===== config.mk =====
export PLATFORM = sky130hd
export DESIGN_NAME = mcsm_core
export DESIGN_NICKNAME = d
export VERILOG_FILES = /design/src/mcsm_pkg.sv /design/src/mcsm_core.sv
export SDC_FILE = /design/constraint.sdc
export NUM_CORES = 1
export LEC_CHECK = 0
export BUFFER_PORTS_ARGS = -buffer_cell sky130_fd_sc_hd__buf_2
export CORE_MARGIN = 3
export CORE_UTILIZATION = 45
export CTS_BUF_LIST = sky130_fd_sc_hd__clkbuf_16
export DETAILED_ROUTE_END_ITERATION = 6
export GPL_ROUTABILITY_DRIVEN = 1
export GPL_TIMING_DRIVEN = 0
export PLACE_DENSITY = 0.68
export SETUP_SLACK_MARGIN = 0.2
export SYNTH_ARGS = -nofsm -noshare
export SYNTH_HDL_FRONTEND = slang
export SYNTH_SLANG_ARGS = --single-unit

===== constraint.sdc =====
create_clock -name aclk -period 15.1 [get_ports aclk]
set_clock_uncertainty 0.1 [all_clocks]
set_input_delay 0 -clock aclk [delete_from_list [all_inputs] [get_ports aclk]]
set_output_delay 0 -clock aclk [all_outputs]
set_load 0.01 [all_outputs]

===== src/mcsm_pkg.sv =====
package mcsm_pkg;

   // ***************************************************************
   // Register map and bus answers
   // ***************************************************************
   localparam int         ADDR_W       = 8;
   localparam logic [7:0] OFF_CMD      = 8'h00;
   localparam logic [7:0] OFF_PARAMS   = 8'h04;
   localparam logic [7:0] OFF_SAFE     = 8'h08;
   localparam logic [7:0] OFF_STATUS   = 8'h0c;
   localparam logic [7:0] OFF_POSITION = 8'h10;
   localparam logic [7:0] OFF_SEARCH   = 8'h14;
   localparam logic [7:0] OFF_ARG      = 8'h18;
   localparam logic [1:0] RESP_OKAY    = 2'h0;
   localparam logic [1:0] RESP_SLVERR  = 2'h2;

   // ***************************************************************
   // Command codes, written to the low nibble of the command register
   // ***************************************************************
   localparam logic [3:0] CMD_MOVE_TO_TARGET  = 4'h1;
   localparam logic [3:0] CMD_GO_SAFE         = 4'h2;
   localparam logic [3:0] CMD_REFERENCE       = 4'h3;
   localparam logic [3:0] CMD_ZERO_POSITION   = 4'h4;
   localparam logic [3:0] CMD_RELOAD_DEFAULTS = 4'h5;
   localparam logic [3:0] CMD_IMMEDIATE_HALT  = 4'h6;
   localparam logic [3:0] CMD_DECEL_HALT      = 4'h7;

   // ***************************************************************
   // Field positions
   // ***************************************************************
   localparam int CMD_CODE_LSB = 0;
   localparam int CMD_VMIN_LSB = 8;
   localparam int CMD_VMAX_LSB = 12;
   localparam int CMD_POS_LSB  = 16;
   localparam int ARG_POS1_LSB = 0;
   localparam int ARG_POS2_LSB = 16;
   localparam int PAR_W        = 24;
   localparam int PAR_VMIN_LSB = 8;
   localparam int PAR_VMAX_LSB = 12;
   localparam int PAR_ACC_LSB  = 17;
   localparam int PAR_SHAPE    = 21;
   localparam int POS_W        = 16;
   localparam int SAFE_W       = 11;
   localparam int SAFE_PAD_W   = 5;
   localparam logic [10:0] SAFE_NONE = 11'h400;

   // ***************************************************************
   // Synchronised pin vector
   // ***************************************************************
   localparam int PIN_TSD   = 0;
   localparam int PIN_UV2   = 1;
   localparam int PIN_CPF   = 2;
   localparam int PIN_ELD   = 3;
   localparam int PIN_OVC   = 4;
   localparam int PIN_DIP   = 5;
   localparam int PIN_STEP  = 6;
   localparam int NUM_PINS  = 7;

   typedef enum logic [2:0] {
      MCSM_OFF, MCSM_STOPPED, MCSM_MOVING, MCSM_SEARCH, MCSM_DECEL, MCSM_IMMEDIATE
   } mcsm_state_t;

endpackage


===== src/mcsm_core.sv =====
// The AXI4-Lite register port and the register addresses were chosen for this implementation.
`timescale 1ns/10ps
module mcsm_core
   import mcsm_pkg::*;
#(
   parameter logic [23:0] OTP_PARAMS  = 24'h000000,
   parameter logic [10:0] OTP_SAFE    = 11'h400,
   parameter int          DECEL_STEPS = 4
) (
   // Clock, reset and enable
   input  wire logic                  aclk,
   input  wire logic                  aresetn,
   input  wire logic                  ce,
   // Register bus
   input  wire logic [mcsm_pkg::ADDR_W-1:0] awaddr,
   input  wire logic                  awvalid,
   output logic                       awready,
   input  wire logic [31:0]           wdata,
   input  wire logic [3:0]            wstrb,
   input  wire logic                  wvalid,
   output logic                       wready,
   output logic [1:0]                 bresp,
   output logic                       bvalid,
   input  wire logic                  bready,
   input  wire logic [mcsm_pkg::ADDR_W-1:0] araddr,
   input  wire logic                  arvalid,
   output logic                       arready,
   output logic [31:0]                rdata,
   output logic [1:0]                 rresp,
   output logic                       rvalid,
   input  wire logic                  rready,
   // Pins from the motor side
   input  wire logic                  step_clk,
   input  wire logic                  tsd_cond,
   input  wire logic                  undervoltage_cutoff_flag,
   input  wire logic                  pump_fail_cond,
   input  wire logic                  eldefect_cond,
   input  wire logic                  overcurrent_cond,
   input  wire logic                  supply_dip,
   // Drive outputs
   output logic [2:0]                 motion_state,
   output logic                       ramp_shape_out,
   output logic [3:0]                 drive_vmax,
   output logic [3:0]                 drive_vmin,
   output logic [3:0]                 drive_acc,
   output logic                       safe_valid
);
   import mcsm_pkg::*;

   // The halt counter is eight bits wide and must see at least one slot.
   if (DECEL_STEPS < 1 || DECEL_STEPS > 255) begin : g_bad_decel
      $error("DECEL_STEPS must lie in 1..255.");
   end

   localparam logic [7:0] DECEL_CNT = 8'(DECEL_STEPS);

   typedef struct packed {
      mcsm_state_t          state;
      logic                 search_second;
      logic [7:0]           halt_cnt;
      logic [POS_W-1:0]     current_position;
      logic [POS_W-1:0]     target_position;
      logic [POS_W-1:0]     search_target;
      logic [POS_W-1:0]     search_pos2;
      logic [PAR_W-1:0]     ram;
      logic [PAR_W-1:0]     search_par;
      logic [SAFE_W-1:0]    safe_position;
      logic                 tsd;
      logic                 forced_halt_flag;
      logic                 step_loss;
      logic                 supply_glitch_flag;
      logic                 ovc;
      logic                 stop_flag;
      logic [NUM_PINS-1:0]  pin_m;
      logic [NUM_PINS-1:0]  pin_s;
      logic                 step_prev;
      logic [31:0]          cmd_arg;
      logic                 awready;
      logic                 wready;
      logic                 bvalid;
      logic [1:0]           bresp;
      logic                 arready;
      logic                 rvalid;
      logic [31:0]          rdata;
      logic [1:0]           rresp;
      logic [2:0]           out_state;
      logic                 out_shape;
      logic [3:0]           out_vmax;
      logic [3:0]           out_vmin;
      logic [3:0]           out_acc;
      logic                 out_safe_valid;
   } mcsm_regs_t;

   mcsm_regs_t st;
   mcsm_regs_t next_st;

   logic              wr_go;
   logic              rd_go;
   logic              full_status_read_cmd;
   logic              cmd_fire;
   logic [3:0]        cmd_code;
   logic              step_edge;
   logic              hard_fault;
   logic              move_ok;
   logic              safe_ok;
   logic              imm_cmd;
   logic              decel_cmd;
   logic [POS_W-1:0]  motion_target;
   logic [POS_W-1:0]  safe_target;
   logic [PAR_W-1:0]  eff_par;

   // ***************************************************************
   // Next-state logic
   // ***************************************************************
   always_comb begin
      next_st   = st;
      wr_go     = awvalid && wvalid && st.awready && st.wready;
      rd_go     = arvalid && st.arready;
      full_status_read_cmd = rd_go && araddr == OFF_STATUS;
      cmd_fire  = wr_go && awaddr == OFF_CMD;
      cmd_code  = wdata[CMD_CODE_LSB +: 4];
      step_edge = st.pin_s[PIN_STEP] && !st.step_prev;
      hard_fault = st.pin_s[PIN_CPF] || st.pin_s[PIN_UV2] || st.pin_s[PIN_ELD];
      imm_cmd   = cmd_fire && cmd_code == CMD_IMMEDIATE_HALT;
      decel_cmd = cmd_fire && cmd_code == CMD_DECEL_HALT;
      move_ok   = cmd_fire && cmd_code == CMD_MOVE_TO_TARGET && !st.step_loss;
      safe_ok   = cmd_fire && cmd_code == CMD_GO_SAFE && !st.step_loss && st.out_safe_valid;
      safe_target   = {st.safe_position, SAFE_PAD_W'(0)};
      motion_target = (st.state == MCSM_SEARCH) ? st.search_target : st.target_position;

      // Pin synchronisers; only the second stage is looked at.
      next_st.pin_m     = {step_clk, supply_dip, overcurrent_cond, eldefect_cond,
                           pump_fail_cond, undervoltage_cutoff_flag, tsd_cond};
      next_st.pin_s     = st.pin_m;
      next_st.step_prev = st.pin_s[PIN_STEP];

      // Set wins over the read that clears, so a fault still present stays flagged.
      next_st.tsd = st.pin_s[PIN_TSD] || (st.tsd && !full_status_read_cmd);
      next_st.forced_halt_flag = hard_fault || (st.forced_halt_flag && !full_status_read_cmd);
      next_st.ovc = st.pin_s[PIN_OVC] || (st.ovc && !full_status_read_cmd);
      next_st.supply_glitch_flag = st.pin_s[PIN_DIP]
                                   || (st.supply_glitch_flag && !full_status_read_cmd);
      next_st.step_loss = st.pin_s[PIN_UV2] || st.pin_s[PIN_OVC] || st.pin_s[PIN_TSD]
                          || (st.step_loss && !full_status_read_cmd);

      // Working parameters; motion consistency is the host's concern.
      if (wr_go && awaddr == OFF_PARAMS) begin
         for (int b = 0; b < PAR_W / 8; b++) begin
            if (wstrb[b]) begin
               next_st.ram[b*8 +: 8] = wdata[b*8 +: 8];
            end
         end
      end
      if (wr_go && awaddr == OFF_SAFE && wstrb[0] && wstrb[1]) begin
         next_st.safe_position = wdata[SAFE_W-1:0];
      end
      if (wr_go && awaddr == OFF_ARG) begin
         next_st.cmd_arg = wdata;
      end
      if (cmd_fire && cmd_code == CMD_RELOAD_DEFAULTS) begin
         next_st.ram = OTP_PARAMS;
         next_st.ram[PAR_SHAPE] = 1'b0;
         next_st.safe_position = OTP_SAFE;
      end

      // Stepping toward the active target while the motor is driven.
      if (step_edge && st.current_position != motion_target && (st.state == MCSM_MOVING
          || st.state == MCSM_SEARCH || st.state == MCSM_DECEL)) begin
         if ($signed(motion_target) > $signed(st.current_position)) begin
            next_st.current_position = st.current_position + POS_W'(1);
         end else begin
            next_st.current_position = st.current_position - POS_W'(1);
         end
      end

      // Target updates that do not change state.
      if (st.state == MCSM_STOPPED || st.state == MCSM_MOVING || st.state == MCSM_SEARCH) begin
         if (move_ok) begin
            next_st.target_position = wdata[CMD_POS_LSB +: POS_W];
         end else if (safe_ok) begin
            next_st.target_position = safe_target;
         end
      end
      if (cmd_fire && cmd_code == CMD_ZERO_POSITION
          && (st.state == MCSM_STOPPED || st.state == MCSM_OFF)) begin
         next_st.current_position = '0;
         next_st.target_position  = '0;
      end

      case (st.state)
         MCSM_OFF: begin
            if (full_status_read_cmd && !next_st.tsd && !next_st.forced_halt_flag) begin
               next_st.state = MCSM_STOPPED;
            end
         end
         MCSM_STOPPED: begin
            next_st.stop_flag = 1'b0;
            if (st.forced_halt_flag || st.tsd) begin
               next_st.state = MCSM_OFF;
            end else if (st.stop_flag) begin
               next_st.state = MCSM_STOPPED;
            end else if (cmd_fire && cmd_code == CMD_REFERENCE) begin
               next_st.state = MCSM_SEARCH;
               next_st.search_second = 1'b0;
               next_st.search_par = st.ram;
               next_st.search_par[PAR_VMIN_LSB +: 4] = wdata[CMD_VMIN_LSB +: 4];
               next_st.search_par[PAR_VMAX_LSB +: 4] = wdata[CMD_VMAX_LSB +: 4];
               next_st.search_target = st.cmd_arg[ARG_POS1_LSB +: POS_W];
               next_st.search_pos2   = st.cmd_arg[ARG_POS2_LSB +: POS_W];
            end else if (move_ok || safe_ok) begin
               next_st.state = MCSM_MOVING;
            end else if (st.current_position != st.target_position) begin
               next_st.state = MCSM_MOVING;
            end
         end
         MCSM_MOVING, MCSM_SEARCH: begin
            if (imm_cmd || st.forced_halt_flag) begin
               next_st.state = MCSM_IMMEDIATE;
            end else if ((decel_cmd && st.state == MCSM_MOVING) || st.tsd) begin
               next_st.state = MCSM_DECEL;
               next_st.halt_cnt = DECEL_CNT;
            end else if (st.current_position == motion_target) begin
               if (st.state == MCSM_MOVING) begin
                  next_st.state = MCSM_STOPPED;
               end else if (!st.search_second) begin
                  next_st.search_second = 1'b1;
                  next_st.search_target = st.search_pos2;
               end else begin
                  next_st.search_second = 1'b0;
                  next_st.current_position = '0;
                  if (st.out_safe_valid && !st.step_loss) begin
                     next_st.target_position = safe_target;
                     next_st.state = MCSM_MOVING;
                  end else begin
                     next_st.state = MCSM_STOPPED;
                  end
               end
            end
         end
         MCSM_DECEL: begin
            if (imm_cmd || st.forced_halt_flag) begin
               next_st.state = MCSM_IMMEDIATE;
            end else if (st.halt_cnt == 8'h00) begin
               next_st.state = MCSM_STOPPED;
               next_st.target_position = st.current_position;
               next_st.stop_flag = 1'b1;
            end else if (step_edge) begin
               next_st.halt_cnt = st.halt_cnt - 8'h01;
            end
         end
         MCSM_IMMEDIATE: begin
            // The coils are held; the next step slot marks the motor at rest.
            if (step_edge) begin
               next_st.state = MCSM_STOPPED;
               next_st.target_position = st.current_position;
               next_st.stop_flag = 1'b1;
            end
         end
         default: begin
            next_st.state = MCSM_OFF;
         end
      endcase
      if (imm_cmd && (st.state == MCSM_MOVING || st.state == MCSM_SEARCH
          || st.state == MCSM_DECEL)) begin
         next_st.step_loss = 1'b1;
      end

      // ***************************************************************
      // Bus slave: address and data are taken together
      // ***************************************************************
      next_st.awready = 1'b0;
      next_st.wready  = 1'b0;
      next_st.arready = 1'b0;
      if (awvalid && wvalid && !st.awready && !st.bvalid) begin
         next_st.awready = 1'b1;
         next_st.wready  = 1'b1;
      end
      if (st.bvalid && bready) begin
         next_st.bvalid = 1'b0;
      end
      if (wr_go) begin
         next_st.bvalid = 1'b1;
         next_st.bresp  = (awaddr == OFF_CMD || awaddr == OFF_PARAMS || awaddr == OFF_SAFE
                           || awaddr == OFF_ARG) ? RESP_OKAY : RESP_SLVERR;
      end
      if (arvalid && !st.arready && !st.rvalid) begin
         next_st.arready = 1'b1;
      end
      if (st.rvalid && rready) begin
         next_st.rvalid = 1'b0;
      end
      if (rd_go) begin
         next_st.rvalid = 1'b1;
         next_st.rresp  = RESP_OKAY;
         case (araddr)
            OFF_PARAMS:   next_st.rdata = {8'h00, st.ram};
            OFF_SAFE:     next_st.rdata = {21'h000000, st.safe_position};
            OFF_STATUS:   next_st.rdata = {8'h00, st.ram[PAR_VMAX_LSB +: 4],
                                           st.ram[PAR_VMIN_LSB +: 4], 5'h00,
                                           st.search_second, st.ovc, st.out_safe_valid,
                                           st.stop_flag, st.forced_halt_flag, st.tsd,
                                           st.step_loss, st.supply_glitch_flag, st.state};
            OFF_POSITION: next_st.rdata = {st.target_position, st.current_position};
            OFF_SEARCH:   next_st.rdata = {8'h00, st.search_par};
            OFF_ARG:      next_st.rdata = st.cmd_arg;
            default: begin
               next_st.rdata = 32'h00000000;
               next_st.rresp = RESP_SLVERR;
            end
         endcase
      end

      // Registered drive outputs follow the active parameter set.
      eff_par = (next_st.state == MCSM_SEARCH) ? next_st.search_par : next_st.ram;
      next_st.out_state = next_st.state;
      next_st.out_shape = eff_par[PAR_SHAPE]
                          || (next_st.state == MCSM_SEARCH && next_st.search_second);
      next_st.out_vmax = eff_par[PAR_VMAX_LSB +: 4];
      next_st.out_vmin = eff_par[PAR_VMIN_LSB +: 4];
      next_st.out_acc  = eff_par[PAR_ACC_LSB +: 4];
      next_st.out_safe_valid = next_st.safe_position != SAFE_NONE;
   end

   always_ff @(posedge aclk) begin
      if (!aresetn) begin
         st <= '0;
         st.state <= MCSM_OFF;
         st.ram <= OTP_PARAMS;
         st.safe_position <= OTP_SAFE;
         st.supply_glitch_flag <= 1'b1;
         st.out_vmax <= OTP_PARAMS[PAR_VMAX_LSB +: 4];
         st.out_vmin <= OTP_PARAMS[PAR_VMIN_LSB +: 4];
         st.out_acc <= OTP_PARAMS[PAR_ACC_LSB +: 4];
         st.out_shape <= OTP_PARAMS[PAR_SHAPE];
         st.out_safe_valid <= OTP_SAFE != SAFE_NONE;
      end else if (ce) begin
         st <= next_st;
      end
   end

   assign awready        = st.awready;
   assign wready         = st.wready;
   assign bvalid         = st.bvalid;
   assign bresp          = st.bresp;
   assign arready        = st.arready;
   assign rvalid         = st.rvalid;
   assign rdata          = st.rdata;
   assign rresp          = st.rresp;
   assign motion_state   = st.out_state;
   assign ramp_shape_out = st.out_shape;
   assign drive_vmax     = st.out_vmax;
   assign drive_vmin     = st.out_vmin;
   assign drive_acc      = st.out_acc;
   assign safe_valid     = st.out_safe_valid;
endmodule // mcsm_core


==> results.toml <==
[power_and_ir_drop]
vdd_drop_max_mv = 0.0899
power_density_mw_per_mm2 = 94.1
fin_total_pwr_mw = 1.45
p_leak_nw = 6.03

[die]
core_region_area_sq_mm = 0.0281
start_util_pct = 46.2
pin_count = 125
die_w_um = 176
num_rows = 61
dieArea_sq_mm = 0.0309
chipHeight_um = 176

[setup_path]
timing.reg2reg.setup_slack_ns = 8.49
cp-start-kind = "flop"
rr_worst_depth = 20
reg2reg_to = "st[233]$_SDFFE_PN0P_"
crit_arrival_ns = 7.00
worstPathMaxFanout = 11
crit_type = "flop to flop"
required_ns = 15.49
timing.rr.start = "motion_state[0]$_SDFFE_PN0P_"
cp-end-kind = "flop"

[routing]
drc = 7
viasPerCell = 6.08
drt_iter0_drc = 1927
drt_first_pass_iters = 7
wl_per_cell_um = 23.0
drt-total-wl_um = 51600
final_antenna_net_count = 0
vias = 13623

[sta]
max_freq_mhz = 151
fin_crit_ns = 6.61
finalHoldViolations = 0
relSlewSlack_pct = 7.86
finalSetupViolations = 0
slew_violations = 0
rsz0062_at_grt = "no"
tns_ns = 0
worst_pin_slew_ns = 1.37
final.period_utilization_pct = 43.8

[hold_path]
hold_start = "awaddr[4]"
whs_path_depth = 4
hold_path_end = "st[58]$_SDFFE_PN0P_"
hold_path.class = "primary input to flop"

[synthesis]
syn_area_sq_mm = 0.0130
synth_edf_count = 0
synthArstFlopShare_pct = 0
synthFlopType = "dfxtp_1"
ys_seq_area_share_pct = 37.0
synthCells = 1638
yosys_warnings = 0
ys_ff_latch = 240
ys_types = 78
avgSynthCellArea_sq_um = 7.92

[placed_design]
placed_cells = 2136
io_buffers = 117
dpl.hpwl_um = 38300
gp_congestion = 1.06

[global_routing]
antenna_found_initial = 0
grt_max_degree = 15
overflow = 0
track_usage_pct = 32.2
grt_pass1_vias = 12581
grt_first_pass_wirelength_um = 77100

[cts]
cts.path.max_buffers = 3
post_cts_buffers = 0
cts_root_buffer = "clkbuf_16"
numCtsBuffers = 28
clk_latency_ns = 0.56
htree_levels = 1
cts_sinks = 240
clk_pin_slew_ns = 0.06
cts_tree = "done"

[status]
violations = "DRC"
outcome = "finished, violations left"

[flow_run]
maxCapViolations = 0

[finish]
fillers = 2676
final_util_pct = 55.0
mostFrequentLayoutCells = "242 x nand2_1, 240 x dfxtp_1, 204 x nor2_1"
nets = 1948
mostFrequentLayoutCell = "nand2_1"
final_cells = 2240
n_antenna_cell = 0
syn_to_final_growth_pct = 19.0
layout-drive-gt1-share_pct = 14.3
==> sequential cells by signal (all words and copies together) (netlist names), named ones only <==
register,cells
next_st,8
drive_acc,4
safe_target,11
rvalid,1
arready,1
safe_valid,1
motion_state,3
st,157
ramp_shape_out,1
drive_vmin,4
awready,1
drive_vmax,4
rdata,32
bresp,1
rresp,1
bvalid,1
==> critical path: stages (launching register included) <==
cell and delay [ns]:
dfxtp_1 0.53, clkbuf_1 0.48, nand3_1 0.54, clkbuf_1 0.43
mux2_2 0.36, ha_1 0.29, nand4_1 0.17, or2_0 0.27
or4_4 0.59, o211ai_1 0.12, buf_4 0.25, buf_4 0.21
ha_1 0.23, o21ai_0 0.14, o21ai_0 0.27, nand2_1 0.09
o31ai_1 0.58, a311oi_1 0.21, xor2_1 0.19, or3_1 0.31
a21oi_1 0.14
==> what timing repair did <==
item,4_1_cts,5_1_grt
resized for setup,0,0
endpoints found under the hold margin,124,0
hold buffers,55,0
==> metal layers <==
layer / routed length (um) / GRT usage (%)
met1: 21200 / 45.2
met2: 22200 / 49.1
met3: 5590 / 4.50
met4: 2580 / 14.4
met5: 0 / 0
==> metrics by stage <==
| stage | hold slack (ns) | worst slack [ns] | area (sq um) |
|---|---|---|---|
| 2_1_floorplan | 0.0405 | 9.65 | 13000 |
| 3_3_place_gp | 0.138 | 7.89 | 14000 |
| 3_5_place_dp | 0.146 | 8.67 | 14000 |
| 4_1_cts | 0.00682 | 8.63 | 15400 |
| 5_1_grt | 0.0517 | 8.10 | 15400 |
| 6_report | 0.0334 | 8.49 | 15400 |
==> worst max path at each step <==
| stage | from | to | slack, ns | cells past startpoint |
|---|---|---|---|---|
| 2_1_floorplan | motion_state[2]$_SDFFE_PN0P_ | st[233]$_SDFFE_PN0P_ | 9.65 | 20 |
| 6_report | motion_state[0]$_SDFFE_PN0P_ | st[233]$_SDFFE_PN0P_ | 8.49 | 20 |
| 3_5_place_dp | motion_state[0]$_SDFFE_PN0P_ | st[233]$_SDFFE_PN0P_ | 8.67 | 20 |
| 4_1_cts | motion_state[0]$_SDFFE_PN0P_ | st[233]$_SDFFE_PN0P_ | 8.63 | 20 |
| 5_1_grt | motion_state[0]$_SDFFE_PN0P_ | st[233]$_SDFFE_PN0P_ | 8.10 | 20 |
| 3_3_place_gp | motion_state[0]$_SDFFE_PN0P_ | st[233]$_SDFFE_PN0P_ | 7.89 | 19 |
==> report_power, final <==
part           switching, mW  internal [mW]
clock                  0.278          0.351
combinational          0.103         0.0659
sequential            0.0113          0.643
==> cell usage after synthesis (9+ instances only) <==
master / count / area share [%]
a21oi_1: 171 / 6.6
a211oi_1: 25 / 1.4
buf_4: 52 / 3.0
nand4_1: 19 / 0.92
xnor2_1: 26 / 1.8
a21o_1: 9 / 0.52
nand3_1: 23 / 0.89
a221oi_1: 26 / 1.8
o21ai_0: 68 / 2.6
inv_1: 31 / 0.90
mux2_2: 29 / 2.5
clkbuf_1: 95 / 2.7
ha_1: 37 / 3.6
mux2i_1: 60 / 4.6
nand2_1: 242 / 7.0
nor2b_1: 10 / 0.48
a31oi_1: 14 / 0.68
a22oi_1: 73 / 4.2
nor3_1: 41 / 1.6
dfxtp_1: 240 / 37
a222oi_1: 12 / 0.93
nor2_1: 204 / 5.9
==> cell type report <==
type                       instances  area [sq um]  share of cell area [%]
timing repair buffer             174          1150                    7.46
buffer                           162           851                    5.51
clock inverter                    21           131                   0.851
multi-input combinational       1205          7200                    46.7
sequential                       240          4800                    31.1
inverter                          32           120                   0.778
tap                              378           473                    3.06
clock buffer                      28           701                    4.54
==> cell families after synthesis <==
kind of cell	synth area share [%]
buf+inv	7.49
flops	37.0
compound gates	21.3
xor+xnor	2.03
fa+ha+maj	3.72
simple gates	21.2
mux	7.15
other cells	0.0289
No activity file was read; power rests on OpenSTA's default activity.
